===== src/rtc_ctrl_pkg.sv =====
// Package of register map, field layout, reset values and timing counts.
// Summary of operation
// (RULE1) Control one bit 7 selects external clock test; resets to zero.
// (RULE2) Halt bit 5 clears divider chain, stops RTC; square wave runs on.
// (RULE3) Control one bit 3 enables power-on-reset override; default one.
// (RULE4) Host writes zero to unused bits of both control registers.
// (RULE5) Pulse select zero: interrupt is timer flag level, gated by enable.
// (RULE6) Pulse select one: interrupt pulses per countdown end, gated.
// (RULE7) Alarm flag with alarm enable holds interrupt, even when pulsed.
// (RULE8) Alarm flag bit 3: write zero clears, write one keeps.
// (RULE9) Timer flag bit 2: write zero clears, write one keeps.
// (RULE10) Alarm condition sets the alarm flag.
// (RULE11) Countdown end sets the timer flag.
// (RULE12) Flags hold until the host overwrites them.
// (RULE13) Alarm enable bit 1, timer enable bit 0; both reset disabled.
// (RULE14) Interrupt is OR of the enabled alarm and timer conditions.
// (RULE15) With both enables clear, the interrupt pin stays released.
// (RULE16) Pulse width depends on timer source clock and count one.
// (RULE17) Pulsed: timer flag and interrupt assert at the same edge.
// (RULE18) Interrupt is active low open drain, driven low when asserted.
// (RULE19) Reset: control one holds only override enable; control two zero.
package rtc_ctrl_pkg;

    // ************************************************************
    // Register map
    // ************************************************************
    localparam int          ADDR_W        = 8;
    localparam int          DATA_W        = 8;
    localparam logic [7:0]  CTRL_ONE_ADDR = 8'h00;
    localparam logic [7:0]  CTRL_TWO_ADDR = 8'h01;

    // Control one fields.
    localparam int          EXT_TEST_BIT  = 7;
    localparam int          HALT_BIT      = 5;
    localparam int          POR_OVR_BIT   = 3;
    localparam logic [7:0]  CTRL_ONE_MASK = 8'hA8;
    localparam logic [7:0]  CTRL_ONE_RST  = 8'h08;

    // Control two fields.
    localparam int          PULSE_SEL_BIT = 4;
    localparam int          AFLAG_BIT     = 3;
    localparam int          TFLAG_BIT     = 2;
    localparam int          AIE_BIT       = 1;
    localparam int          TIE_BIT       = 0;
    localparam logic [7:0]  CTRL_TWO_MASK = 8'h1F;
    localparam logic [7:0]  CTRL_TWO_RST  = 8'h00;

    // ************************************************************
    // Timer source clock selection
    // ************************************************************
    typedef enum logic [1:0] {
        SRC_4096_HZ   = 2'b00,
        SRC_64_HZ     = 2'b01,
        SRC_1_HZ      = 2'b10,
        SRC_1_60TH_HZ = 2'b11
    } timer_src_e;

    // ************************************************************
    // Pulse widths, given as reciprocal seconds, and cycle counts
    // ************************************************************
    localparam int CLK_HZ        = 100_000_000;
    localparam int PULSE_HZ_8192 = 8192;
    localparam int PULSE_HZ_4096 = 4096;
    localparam int PULSE_HZ_128  = 128;
    localparam int PULSE_HZ_64   = 64;
    localparam int CYC_8192      = CLK_HZ / PULSE_HZ_8192;
    localparam int CYC_4096      = CLK_HZ / PULSE_HZ_4096;
    localparam int CYC_128       = CLK_HZ / PULSE_HZ_128;
    localparam int CYC_64        = CLK_HZ / PULSE_HZ_64;
    localparam int PULSE_CNT_W   = 21;

endpackage


===== src/rtc_control_status_irq.sv =====
// Control and status registers of the clock with its interrupt output logic.
module rtc_control_status_irq #(
    parameter int WIDTH_8192 = rtc_ctrl_pkg::CYC_8192,
    parameter int WIDTH_4096 = rtc_ctrl_pkg::CYC_4096,
    parameter int WIDTH_128  = rtc_ctrl_pkg::CYC_128,
    parameter int WIDTH_64   = rtc_ctrl_pkg::CYC_64
) (
    // Clock and reset
    input  wire logic                              i_clk,
    input  wire logic                              i_nrst,
    // Register access from the serial bus engine
    input  wire logic                              i_wr_en,
    input  wire logic                              i_rd_en,
    input  wire logic [rtc_ctrl_pkg::ADDR_W-1:0]   i_addr,
    input  wire logic [rtc_ctrl_pkg::DATA_W-1:0]   i_wr_data,
    output logic      [rtc_ctrl_pkg::DATA_W-1:0]   o_rd_data,
    output logic                                   o_rd_valid,
    output logic                                   o_rd_hit,
    // Events from alarm comparator and countdown timer
    input  wire logic                              i_alarm_event,
    input  wire logic                              i_timer_event,
    input  wire logic [1:0]                        i_timer_src,
    input  wire logic                              i_timer_count_one,
    // Control outputs to the rest of the device
    output logic                                   o_ext_clock_test_select,
    output logic                                   o_rtc_halt,
    output logic                                   o_divider_clear_n,
    output logic                                   o_por_override_enable,
    // Open-drain interrupt pin
    output logic                                   o_int_n_out,
    output logic                                   o_int_n_oe
);

    // ************************************************************
    // Elaboration checks
    // ************************************************************
    localparam int CNT_W = rtc_ctrl_pkg::PULSE_CNT_W;

    if (WIDTH_8192 < 1 || WIDTH_4096 < 1 || WIDTH_128 < 1 ||
        WIDTH_64 < 1) begin : g_bad_width
        $error("Pulse widths must be at least one cycle.");
    end
    if (WIDTH_8192 >= (1 << CNT_W) || WIDTH_4096 >= (1 << CNT_W) ||
        WIDTH_128 >= (1 << CNT_W) || WIDTH_64 >= (1 << CNT_W))
    begin : g_wide_width
        $error("Pulse widths do not fit the pulse counter.");
    end

    localparam logic [CNT_W-1:0] W_8192 = CNT_W'(WIDTH_8192);
    localparam logic [CNT_W-1:0] W_4096 = CNT_W'(WIDTH_4096);
    localparam logic [CNT_W-1:0] W_128  = CNT_W'(WIDTH_128);
    localparam logic [CNT_W-1:0] W_64   = CNT_W'(WIDTH_64);

    // ************************************************************
    // Address decode
    // ************************************************************
    function automatic logic addr_is(
        input logic [rtc_ctrl_pkg::ADDR_W-1:0] addr,
        input logic [rtc_ctrl_pkg::ADDR_W-1:0] target
    );
        addr_is = (addr == target);
    endfunction

    logic wr_one;
    logic wr_two;
    logic rd_one;
    logic rd_two;

    assign wr_one = i_wr_en && addr_is(i_addr, rtc_ctrl_pkg::CTRL_ONE_ADDR);
    assign wr_two = i_wr_en && addr_is(i_addr, rtc_ctrl_pkg::CTRL_TWO_ADDR);
    assign rd_one = i_rd_en && addr_is(i_addr, rtc_ctrl_pkg::CTRL_ONE_ADDR);
    assign rd_two = i_rd_en && addr_is(i_addr, rtc_ctrl_pkg::CTRL_TWO_ADDR);

    // ************************************************************
    // Control register one
    // ************************************************************
    logic ext_test_q;
    logic halt_q;
    logic por_ovr_q;

    // Unused positions are not stored.
    // see (RULE4)
    always_ff @(posedge i_clk or negedge i_nrst) begin
        if (!i_nrst) begin
            ext_test_q <= rtc_ctrl_pkg::CTRL_ONE_RST[rtc_ctrl_pkg::EXT_TEST_BIT];
        end else if (wr_one) begin
            ext_test_q <= i_wr_data[rtc_ctrl_pkg::EXT_TEST_BIT]; // see (RULE1)
        end
    end

    always_ff @(posedge i_clk or negedge i_nrst) begin
        if (!i_nrst) begin
            halt_q <= rtc_ctrl_pkg::CTRL_ONE_RST[rtc_ctrl_pkg::HALT_BIT];
        end else if (wr_one) begin
            halt_q <= i_wr_data[rtc_ctrl_pkg::HALT_BIT]; // see (RULE2)
        end
    end

    // Override enable comes up set.
    always_ff @(posedge i_clk or negedge i_nrst) begin
        if (!i_nrst) begin
            por_ovr_q <= rtc_ctrl_pkg::CTRL_ONE_RST[rtc_ctrl_pkg::POR_OVR_BIT]; // see (RULE19)
        end else if (wr_one) begin
            por_ovr_q <= i_wr_data[rtc_ctrl_pkg::POR_OVR_BIT]; // see (RULE3)
        end
    end

    assign o_ext_clock_test_select = ext_test_q;
    assign o_por_override_enable   = por_ovr_q;

    // The divider clear is a plain level from halt.
    // The chain stays cleared while halt is set.
    // The square-wave path is not touched here.
    assign o_rtc_halt        = halt_q; // see (RULE2)
    assign o_divider_clear_n = ~halt_q;

    // ************************************************************
    // Control register two: modes and enables
    // ************************************************************
    logic pulse_sel_q;
    logic pulse_sel_d;
    logic aie_q;
    logic aie_d;
    logic tie_q;
    logic tie_d;

    always_comb begin
        pulse_sel_d = pulse_sel_q;
        aie_d       = aie_q;
        tie_d       = tie_q;
        if (wr_two) begin
            pulse_sel_d = i_wr_data[rtc_ctrl_pkg::PULSE_SEL_BIT];
            aie_d       = i_wr_data[rtc_ctrl_pkg::AIE_BIT]; // see (RULE13)
            tie_d       = i_wr_data[rtc_ctrl_pkg::TIE_BIT]; // see (RULE13)
        end
    end

    always_ff @(posedge i_clk or negedge i_nrst) begin
        if (!i_nrst) begin
            pulse_sel_q <= rtc_ctrl_pkg::CTRL_TWO_RST[rtc_ctrl_pkg::PULSE_SEL_BIT];
        end else begin
            pulse_sel_q <= pulse_sel_d;
        end
    end

    always_ff @(posedge i_clk or negedge i_nrst) begin
        if (!i_nrst) begin
            aie_q <= rtc_ctrl_pkg::CTRL_TWO_RST[rtc_ctrl_pkg::AIE_BIT];
            tie_q <= rtc_ctrl_pkg::CTRL_TWO_RST[rtc_ctrl_pkg::TIE_BIT];
        end else begin
            aie_q <= aie_d;
            tie_q <= tie_d;
        end
    end

    // ************************************************************
    // Alarm and timer flags
    // ************************************************************
    logic aflag_q;
    logic aflag_d;
    logic tflag_q;
    logic tflag_d;

    // A write ANDs into the flag, so a one keeps it;
    // an event in the same cycle wins over the clear.
    always_comb begin
        aflag_d = aflag_q;
        if (wr_two) begin
            aflag_d = aflag_q & i_wr_data[rtc_ctrl_pkg::AFLAG_BIT]; // see (RULE8)
        end
        if (i_alarm_event) begin
            aflag_d = 1'b1; // see (RULE10)
        end
    end

    always_comb begin
        tflag_d = tflag_q;
        if (wr_two) begin
            tflag_d = tflag_q & i_wr_data[rtc_ctrl_pkg::TFLAG_BIT]; // see (RULE9)
        end
        if (i_timer_event) begin
            tflag_d = 1'b1; // see (RULE11)
        end
    end

    // Nothing but a register write or reset lowers a flag. see (RULE12)
    always_ff @(posedge i_clk or negedge i_nrst) begin
        if (!i_nrst) begin
            aflag_q <= rtc_ctrl_pkg::CTRL_TWO_RST[rtc_ctrl_pkg::AFLAG_BIT];
        end else begin
            aflag_q <= aflag_d;
        end
    end

    always_ff @(posedge i_clk or negedge i_nrst) begin
        if (!i_nrst) begin
            tflag_q <= rtc_ctrl_pkg::CTRL_TWO_RST[rtc_ctrl_pkg::TFLAG_BIT];
        end else begin
            tflag_q <= tflag_d;
        end
    end

    // ************************************************************
    // Pulse width selection
    // ************************************************************
    logic [CNT_W-1:0] pulse_width;
    rtc_ctrl_pkg::timer_src_e src;

    assign src = rtc_ctrl_pkg::timer_src_e'(i_timer_src);

    // Slow sources share one width: the pulse clock
    // bottoms out at a 64th of a second. see (RULE16)
    always_comb begin
        pulse_width = W_64;
        unique case (src)
            rtc_ctrl_pkg::SRC_4096_HZ: begin
                pulse_width = i_timer_count_one ? W_8192 : W_4096;
            end
            rtc_ctrl_pkg::SRC_64_HZ: begin
                pulse_width = i_timer_count_one ? W_128 : W_64;
            end
            rtc_ctrl_pkg::SRC_1_HZ: begin
                pulse_width = W_64;
            end
            rtc_ctrl_pkg::SRC_1_60TH_HZ: begin
                pulse_width = W_64;
            end
        endcase
    end

    // ************************************************************
    // Pulsed timer interrupt
    // ************************************************************
    logic pulse_start;
    logic pulse_active;
    logic pulse_active_d;

    // Pulses start only in pulsed mode with the timer enabled.
    assign pulse_start = i_timer_event && pulse_sel_q && tie_q; // see (RULE6)

    rtc_irq_pulse #(
        .CNT_W      (CNT_W)
    ) u_pulse (
        .i_clk      (i_clk),
        .i_nrst     (i_nrst),
        .i_start    (pulse_start),
        .i_width    (pulse_width),
        .o_active   (pulse_active),
        .o_active_d (pulse_active_d)
    );

    // ************************************************************
    // Interrupt combine
    // ************************************************************
    logic alarm_cond_d;
    logic timer_cond_d;
    logic irq_d;
    logic irq_q;

    // Built from next-state values so that the pin and the timer flag
    // move on the same clock edge.
    assign alarm_cond_d = aflag_d && aie_d; // see (RULE7)
    assign timer_cond_d = tie_d && (pulse_sel_d ? pulse_active_d // see (RULE6)
                                                : tflag_d);      // see (RULE5)
    assign irq_d        = alarm_cond_d || timer_cond_d; // see (RULE14)

    always_ff @(posedge i_clk or negedge i_nrst) begin
        if (!i_nrst) begin
            irq_q <= 1'b0;
        end else begin
            irq_q <= irq_d; // see (RULE17)
        end
    end

    // The pin is only ever pulled low; with both enables clear irq_q
    // stays low and the pin stays released. see (RULE15)
    assign o_int_n_out = 1'b0; // see (RULE18)
    assign o_int_n_oe  = irq_q; // see (RULE18)

    // ************************************************************
    // Read path
    // ************************************************************
    logic [rtc_ctrl_pkg::DATA_W-1:0] ctrl_one_val;
    logic [rtc_ctrl_pkg::DATA_W-1:0] ctrl_two_val;
    logic [rtc_ctrl_pkg::DATA_W-1:0] rd_data_q;
    logic                            rd_valid_q;
    logic                            rd_hit_q;

    always_comb begin
        ctrl_one_val = '0;
        ctrl_one_val[rtc_ctrl_pkg::EXT_TEST_BIT] = ext_test_q;
        ctrl_one_val[rtc_ctrl_pkg::HALT_BIT]     = halt_q;
        ctrl_one_val[rtc_ctrl_pkg::POR_OVR_BIT]  = por_ovr_q;
    end

    always_comb begin
        ctrl_two_val = '0;
        ctrl_two_val[rtc_ctrl_pkg::PULSE_SEL_BIT] = pulse_sel_q;
        ctrl_two_val[rtc_ctrl_pkg::AFLAG_BIT]     = aflag_q;
        ctrl_two_val[rtc_ctrl_pkg::TFLAG_BIT]     = tflag_q;
        ctrl_two_val[rtc_ctrl_pkg::AIE_BIT]       = aie_q;
        ctrl_two_val[rtc_ctrl_pkg::TIE_BIT]       = tie_q;
    end

    // Read data lands one cycle after the request; other
    // addresses read zero with the hit flag low.
    always_ff @(posedge i_clk or negedge i_nrst) begin
        if (!i_nrst) begin
            rd_data_q <= '0;
        end else if (rd_one) begin
            rd_data_q <= ctrl_one_val & rtc_ctrl_pkg::CTRL_ONE_MASK;
        end else if (rd_two) begin
            rd_data_q <= ctrl_two_val & rtc_ctrl_pkg::CTRL_TWO_MASK;
        end else if (i_rd_en) begin
            rd_data_q <= '0;
        end
    end

    always_ff @(posedge i_clk or negedge i_nrst) begin
        if (!i_nrst) begin
            rd_valid_q <= 1'b0;
            rd_hit_q   <= 1'b0;
        end else begin
            rd_valid_q <= i_rd_en;
            rd_hit_q   <= rd_one || rd_two;
        end
    end

    assign o_rd_data  = rd_data_q;
    assign o_rd_valid = rd_valid_q;
    assign o_rd_hit   = rd_hit_q;

endmodule


===== src/rtc_irq_pulse.sv =====
// Pulse stretcher that times the pulsed timer interrupt.
module rtc_irq_pulse #(
    parameter int CNT_W = rtc_ctrl_pkg::PULSE_CNT_W
) (
    // Clock and reset
    input  wire logic             i_clk,
    input  wire logic             i_nrst,
    // Control
    input  wire logic             i_start,
    input  wire logic [CNT_W-1:0] i_width,
    // Status
    output logic                  o_active,
    output logic                  o_active_d
);

    // ************************************************************
    // Width counter
    // ************************************************************
    logic [CNT_W-1:0] remain_q;
    logic [CNT_W-1:0] remain_d;

    always_comb begin
        remain_d = remain_q;
        if (i_start) begin
            remain_d = i_width;
        end else if (remain_q != '0) begin
            remain_d = remain_q - {{(CNT_W-1){1'b0}}, 1'b1};
        end
    end

    // A new countdown end restarts the pulse rather than stacking on it.
    always_ff @(posedge i_clk or negedge i_nrst) begin
        if (!i_nrst) begin
            remain_q <= '0;
        end else begin
            remain_q <= remain_d;
        end
    end

    assign o_active_d = (remain_d != '0);
    assign o_active   = (remain_q != '0);

endmodule

===== config.mk =====
export PLATFORM = sky130hd
export DESIGN_NAME = rtc_control_status_irq
export DESIGN_NICKNAME = d
export VERILOG_FILES = /design/src/rtc_ctrl_pkg.sv /design/src/rtc_control_status_irq.sv /design/src/rtc_irq_pulse.sv
export SDC_FILE = /design/constraint.sdc
export NUM_CORES = 1
export LEC_CHECK = 0
export ABC_CLOCK_PERIOD_IN_PS = 4000
export BUFFER_PORTS_ARGS = -buffer_cell sky130_fd_sc_hd__buf_2
export CORE_MARGIN = 8
export CORE_UTILIZATION = 30
export CTS_CLUSTER_SIZE = 40
export DETAILED_ROUTE_END_ITERATION = 7
export PLACE_DENSITY = 0.48
export SETUP_SLACK_MARGIN = 0.3
export SLEW_MARGIN = 20
export SYNTH_ARGS = -nofsm -noshare
export SYNTH_HDL_FRONTEND = slang
export SYNTH_SLANG_ARGS = --single-unit

===== constraint.sdc =====
create_clock -name i_clk -period 4 [get_ports i_clk]
set_input_delay 0.2 -clock i_clk [delete_from_list [all_inputs] [get_ports i_clk]]
set_output_delay 0.2 -clock i_clk [all_outputs]
set_load 0.01 [all_outputs]

**Yosys cells after proc, flatten, opt, wreduce, memory -nomap -nowiden**

Index checks and enable logic that the tools add are counted.
Widths: inputs -> output; s select.

- $add $sub $neg: 1
- Eq/ne operators: 4
- Muxes and demuxes: 16
- Bitwise gates (word level): 3
- Reduce and logical (&&, ||, !) cells: 16

Operator list:

| operator | number |
|---|---|
| $mux 21 | 3 |
| $pmux 21 s3 | 1 |
| $reduce_bool 21->1 | 2 |
| $mux 8 | 3 |
| $sub 21x1->21 const B | 1 |
| $mux 15 | 1 |
| $eq 8x1->1 const B | 1 |
| $logic_and 1x1->1 | 8 |
| $logic_not 8->1 | 1 |
| $mux 1 | 8 |
| $eq 2x2->1 const B | 2 |
| $reduce_bool 3->1 | 1 |
| $and 1x1->1 | 2 |
| $eq 2x1->1 const B | 1 |
| $logic_not 2->1 | 1 |
| $logic_or 1x1->1 | 2 |
| $reduce_or 2->1 | 1 |
| $not 1->1 | 1 |

- Register bits after elaboration: 40
- Input port bits: 25
- Output and inout bits: 16
- Word-level logic and storage cells: 53

**Logic depth before layout (Yosys ltp)**

- Depth in word-level cells: 8
- Depth in mapped cells: 9
- Gate-level depth less buffers: 9

**Hierarchy**

A second synthesis with hierarchy kept.

- Cells, all modules: 239
- Area, all modules: 2397.3 µm²

Modules (own cells, without submodules):

| module | instances | cells each | area an instance (µm²) | seq. area each (µm²) |
|---|---|---|---|---|
| rtc_irq_pulse | 1 | 156 | 1531.5 | 525.5 |
| rtc_control_status_irq | 1 | 83 | 865.8 | 451.7 |

**Worst setup path before layout**

Ideal clock, no wire load.

- Kind: register to register
- Start point: reg u_pulse.remain_q[0]
- End point: reg irq_q (netlist: o_int_n_oe)
- Setup time: 136 ps
- Data arrival time: 2198 ps
- Required time: 3864 ps
- Setup slack: 1666 ps
- Cell stages (with the launch flop): 10
- Clock period less this slack: 2334 ps
- Cells stage by stage: dfrtp_1 inv_1 ha_1 or4b_1 nor4_4 and2_2 o21ai_2 and2_4 nor4b_2 a31oi_1

- Longest elaborated chain between the ends: 7
- Elaborated cells on any way between the ends: 8
- Those cells by class: add/sub: 1; mux: 3; reduce/logical: 4

Ends and longest elaborated chain:

| what | RTL line | RTL |
|---|---|---|
| start, declared | rtc_irq_pulse.sv:19 | `logic [CNT_W-1:0] remain_q;` |
| start signal, assigned | rtc_irq_pulse.sv:36 | `remain_q <= remain_d;` |
| $sub 21x1->21 / $reduce_bool 21->1 (equally long branches) | - |  |
| $mux 21 * | rtc_irq_pulse.sv:26 | `end else if (remain_q != '0) begin` |
| $mux 21 * | rtc_irq_pulse.sv:24 | `if (i_start) begin` |
| named net u_pulse.remain_d[1] | rtc_irq_pulse.sv:20 | `logic [CNT_W-1:0] remain_d;` |
| $reduce_bool 21->1 * | rtc_irq_pulse.sv:40 | `assign o_active_d = (remain_d != '0);` |
| $mux 1 * | rtc_control_status_irq.sv:263 | `assign timer_cond_d = tie_d && (pulse_sel_d ? pulse_active_d` |
| $logic_and 1x1->1 * | rtc_control_status_irq.sv:263 |  |
| $logic_or 1x1->1 * | rtc_control_status_irq.sv:265 | `assign irq_d = alarm_cond_d \|\| timer_cond_d;` |
| named net irq_d | rtc_control_status_irq.sv:257 | `logic irq_d;` |
| end signal, assigned | rtc_control_status_irq.sv:271 | `irq_q <= irq_d;` |
| end, declared | rtc_control_status_irq.sv:258 | `logic irq_q;` |

Mark *: on every way through the listed nets, which the timed path passes. The rest lies on a longest branch.
A chain may end at the register's enable or synchronous reset.

**Worst setup path in the final report**

- Start point: reg u_pulse.remain_q[13]
- End point: reg irq_q (netlist: o_int_n_oe)

- Longest elaborated chain between the ends: 7
- Elaborated cells on any way between the ends: 8
- Those cells by class: add/sub: 1; mux: 3; reduce/logical: 4

Ends and longest elaborated chain:

| what | RTL line |
|---|---|
| $sub 21x1->21 / $reduce_bool 21->1 (equally long branches) | - |
| $mux 21 * | rtc_irq_pulse.sv:26 |
| $mux 21 * | rtc_irq_pulse.sv:24 |
| $reduce_bool 21->1 * | rtc_irq_pulse.sv:40 |
| $mux 1 * | rtc_control_status_irq.sv:263 |
| $logic_and 1x1->1 * | rtc_control_status_irq.sv:263 |
| $logic_or 1x1->1 * | rtc_control_status_irq.sv:265 |
| named net irq_d | rtc_control_status_irq.sv:257 |

Marks and branches as above.

==> impl_metrics.yaml <==
power_and_ir_drop:
  p_per_area_mw_per_mm2: 374
  p_leak_nw: 0.981
  vdd_drop_max_mv: 0.152
sta:
  setup_tns_ns: 0
  final.min_clock_period_ns: 2.76
  slew_violations: 0
  period_share_pct: 68.9
  max_freq_mhz: 363
  skew_ns: 0.0128
  rsz0062_at_grt: "false"
  hold_viol: 0
  slew_headroom_pct: 42.5
  finalSetupViolCount: 0
  worstMarginPinSlew_ns: 0.862
clock_tree:
  cts_tree: "done"
  hold_buffers: 0
  cts_max_path_buffers: 2
  root_buffer: "clkbuf_8"
  cts_made_buffers: 5
  clkLatencyLatePin_ns: 0.30
  cts_setup_buffers: 0
  ctsResizeCount: 0
  cts_max_level: 2
  clock-sinks: 39
  clk_pin_slew_worst_paths_ns: 0.09
setup_path:
  crit_fanout: 7
  worst-path-stages: 7
  path_class: "reg2reg"
  path_delay_family: "simple AND/OR/NAND/NOR gates"
  crit_start: "u_pulse.remain_q[13]"
  rr_endpoint: "o_int_n_oe"
  crit_path_start_kind: "register"
  rr_startpoint: "u_pulse.remain_q[13]"
  cp-end-kind: "register"
  rrSetupSlack_ns: 1.24
  crit_chain: "or4_1 -> nor4_4 -> nand2_1 -> xnor2_1 -> nand4_1 -> nor3_1 -> a31oi_1"
  max_stage_delay_ns: 0.69
  critPathSlowestCell: "or4_1"
  worstPathRequired_ns: 4.17
  crit_path_end: "o_int_n_oe"
  reg2reg_depth: 7
  cp_num_buf_inv: 0
  cp.arrival_ns: 2.93
place:
  hpwl_um: 4010
  place_area_sq_mm: 0.00234
  gp_congestion: 0.812
  dpl.cell_count: 320
  io_buffer_count: 37
global_routing:
  grt_pass1_wl_um: 8960
  antenna_found_initial: 0
  grt_overflow: 0
  grt_max_degree: 40
  track_usage_pct: 11.3
  grt_pass1_vias: 1750
yosys:
  async_reset_ff_share_pct: 100
  synth_edf_count: 0
  syn_inst: 208
  syn_area_per_cell_sq_um: 9.99
  seq_area_frac_synth_pct: 47.0
  syn-cell-area_sq_mm: 0.00208
  synth_cell_types: 50
  yosysWarnings: 0
  ys_seq_elements: 39
  ys.flop_type: "dfrtp_1"
drt:
  postRouteAntennaNets: 0
  wl_per_cell_um: 15.9
  drc_errors: 0
  vias: 1720
  vias_per_cell: 5.24
  drt-initial-drc-count: 120
  dr.pass1.iters: 4
  wl_um: 5220
run_status:
  status: "finished, final reports clean"
job:
  cap_violations: 0
die:
  initial_core_util_pct: 30.7
  core_area_sq_mm: 0.00676
  rows: 30
  die_area_sq_mm: 0.00984
  io_pins: 41
  die_x_um: 99.2
  die_h_um: 99.2
final_layout:
  drive_gt1_share_pct: 26.2
  final_nets: 273
  num_antenna_cells: 0
  area_delta_synth_final_pct: 17.0
  stdcell_area_sq_mm: 0.00243
  fin_cells: 328
hold_path:
  hold_path.class: "in2async"
==> power breakdown <==
group / switching [mW] / internal [mW] / leakage [nW]
sequential: 0.0581 / 0.433 / 0.455
clock: 0.145 / 0.121 / 0.0402
combinational: 0.0764 / 0.0760 / 0.486
total: 0.280 / 0.631 / 0.981
==> flip-flops by register name, indices dropped and copies added, names as in the netlist <==
| name | flops |
|---|---|
| o_rd_data | 7 |
| o_rd_hit | 1 |
| o_ext_clock_test_select | 1 |
| tie_q | 1 |
| o_por_override_enable | 1 |
| o_rd_valid | 1 |
| aie_q | 1 |
| aflag_q | 1 |
| o_int_n_oe | 1 |
| tflag_q | 1 |
| o_rtc_halt | 1 |
| pulse_sel_q | 1 |
| u_pulse.remain_q | 21 |
==> worst min-delay path by stage <==
stage / startpoint / endpoint / slack (ns)
2_1_floorplan: i_nrst / aflag_q / -0.1
3_3_place_gp: i_nrst / o_rd_data[5] / 0.38
3_5_place_dp: i_nrst / o_rd_data[5] / 0.37
4_1_cts: i_nrst / u_pulse.remain_q[14] / 0.05
5_1_grt: i_nrst / aflag_q / 0.09
6_report: i_nrst / u_pulse.remain_q[2] / 0.02
==> cell families after synthesis <==
family,Yosys count,synth area share (%)
adders and majority gates,1,0.602
muxes,6,3.19
xor gates and xnor gates,13,5.48
DFF,39,47.0
and+or+nand+nor,88,27.0
AOI/OAI and AO/OA,41,12.7
buffers and inverters,19,3.86
other,1,0.181
==> placed cells by master (no fill, tap or decap), types with 3 or more instances in the layout <==
cell,count
nand2_1,13
nor2_1,10
a32o_1,4
nand2b_1,3
a31oi_1,4
dfrtp_1,38
a21oi_1,14
mux2_2,5
or3_1,5
nand3_1,6
buf_2,37
o21ai_0,8
clkbuf_8,5
nor4_1,10
nor2b_1,5
nor4_4,3
a21o_1,3
nor3_1,9
inv_1,11
and2_1,3
xnor2_1,11
==> cell type report <==
| class | count | area, sq um |
|---|---|---|
| clock buffer | 5 | 68.8 |
| clock inverter | 3 | 20.0 |
| fill | 701 | 4330 |
| inverter | 11 | 41.3 |
| multi-input combinational | 151 | 1020 |
| sequential | 39 | 977 |
| tap | 80 | 100 |
| timing repair buffer | 39 | 200 |
==> per-layer routing <==
layer / track usage, % / vias to the layer above / wire, um
met5: 0 / - / 0
met2: 16.5 / 60 / 2150
met1: 15.2 / 819 / 2560
met4: 3.84 / 0 / 68
met3: 3.70 / 7 / 439
li1: - / 834 / -
==> metrics by stage <==
stage / setup WS [ns] / utilization [%] / hold WS [ns] / total power [mW]
global route: 1.14 / 36.0 / 0.0946 / 0.972
finish: 1.24 / 36.0 / 0.0183 / 0.910
CTS: 1.27 / 36.0 / 0.0452 / 0.924
floorplan: 1.67 / - / -0.0956 / 0.588
global placement: 1.28 / 34.7 / 0.378 / 0.648
detailed placement: 1.31 / 34.7 / 0.371 / 0.648
==> cells in the mapped netlist, types with 3 or more instances <==
| cell type | number | area (sq um) |
|---|---|---|
| a21o_1 | 3 | 22.5 |
| and2_1 | 3 | 18.8 |
| nor3_1 | 9 | 45.0 |
| nor4_4 | 3 | 63.8 |
| o21ai_0 | 8 | 40.0 |
| nor2b_1 | 5 | 31.3 |
| a31oi_1 | 4 | 25.0 |
| xnor2_1 | 11 | 96.3 |
| or3_1 | 5 | 31.3 |
| a32o_1 | 4 | 40.0 |
| nand3_1 | 6 | 30.0 |
| nand2b_1 | 3 | 18.8 |
| nand2_1 | 13 | 48.8 |
| clkbuf_1 | 5 | 18.8 |
| dfrtp_1 | 38 | 951 |
| nor4_1 | 10 | 62.6 |
| a21oi_1 | 14 | 70.1 |
| nor2_1 | 10 | 37.5 |
| inv_1 | 11 | 41.3 |
| mux2_2 | 5 | 56.3 |
No activity file was read; power rests on OpenSTA's default activity.
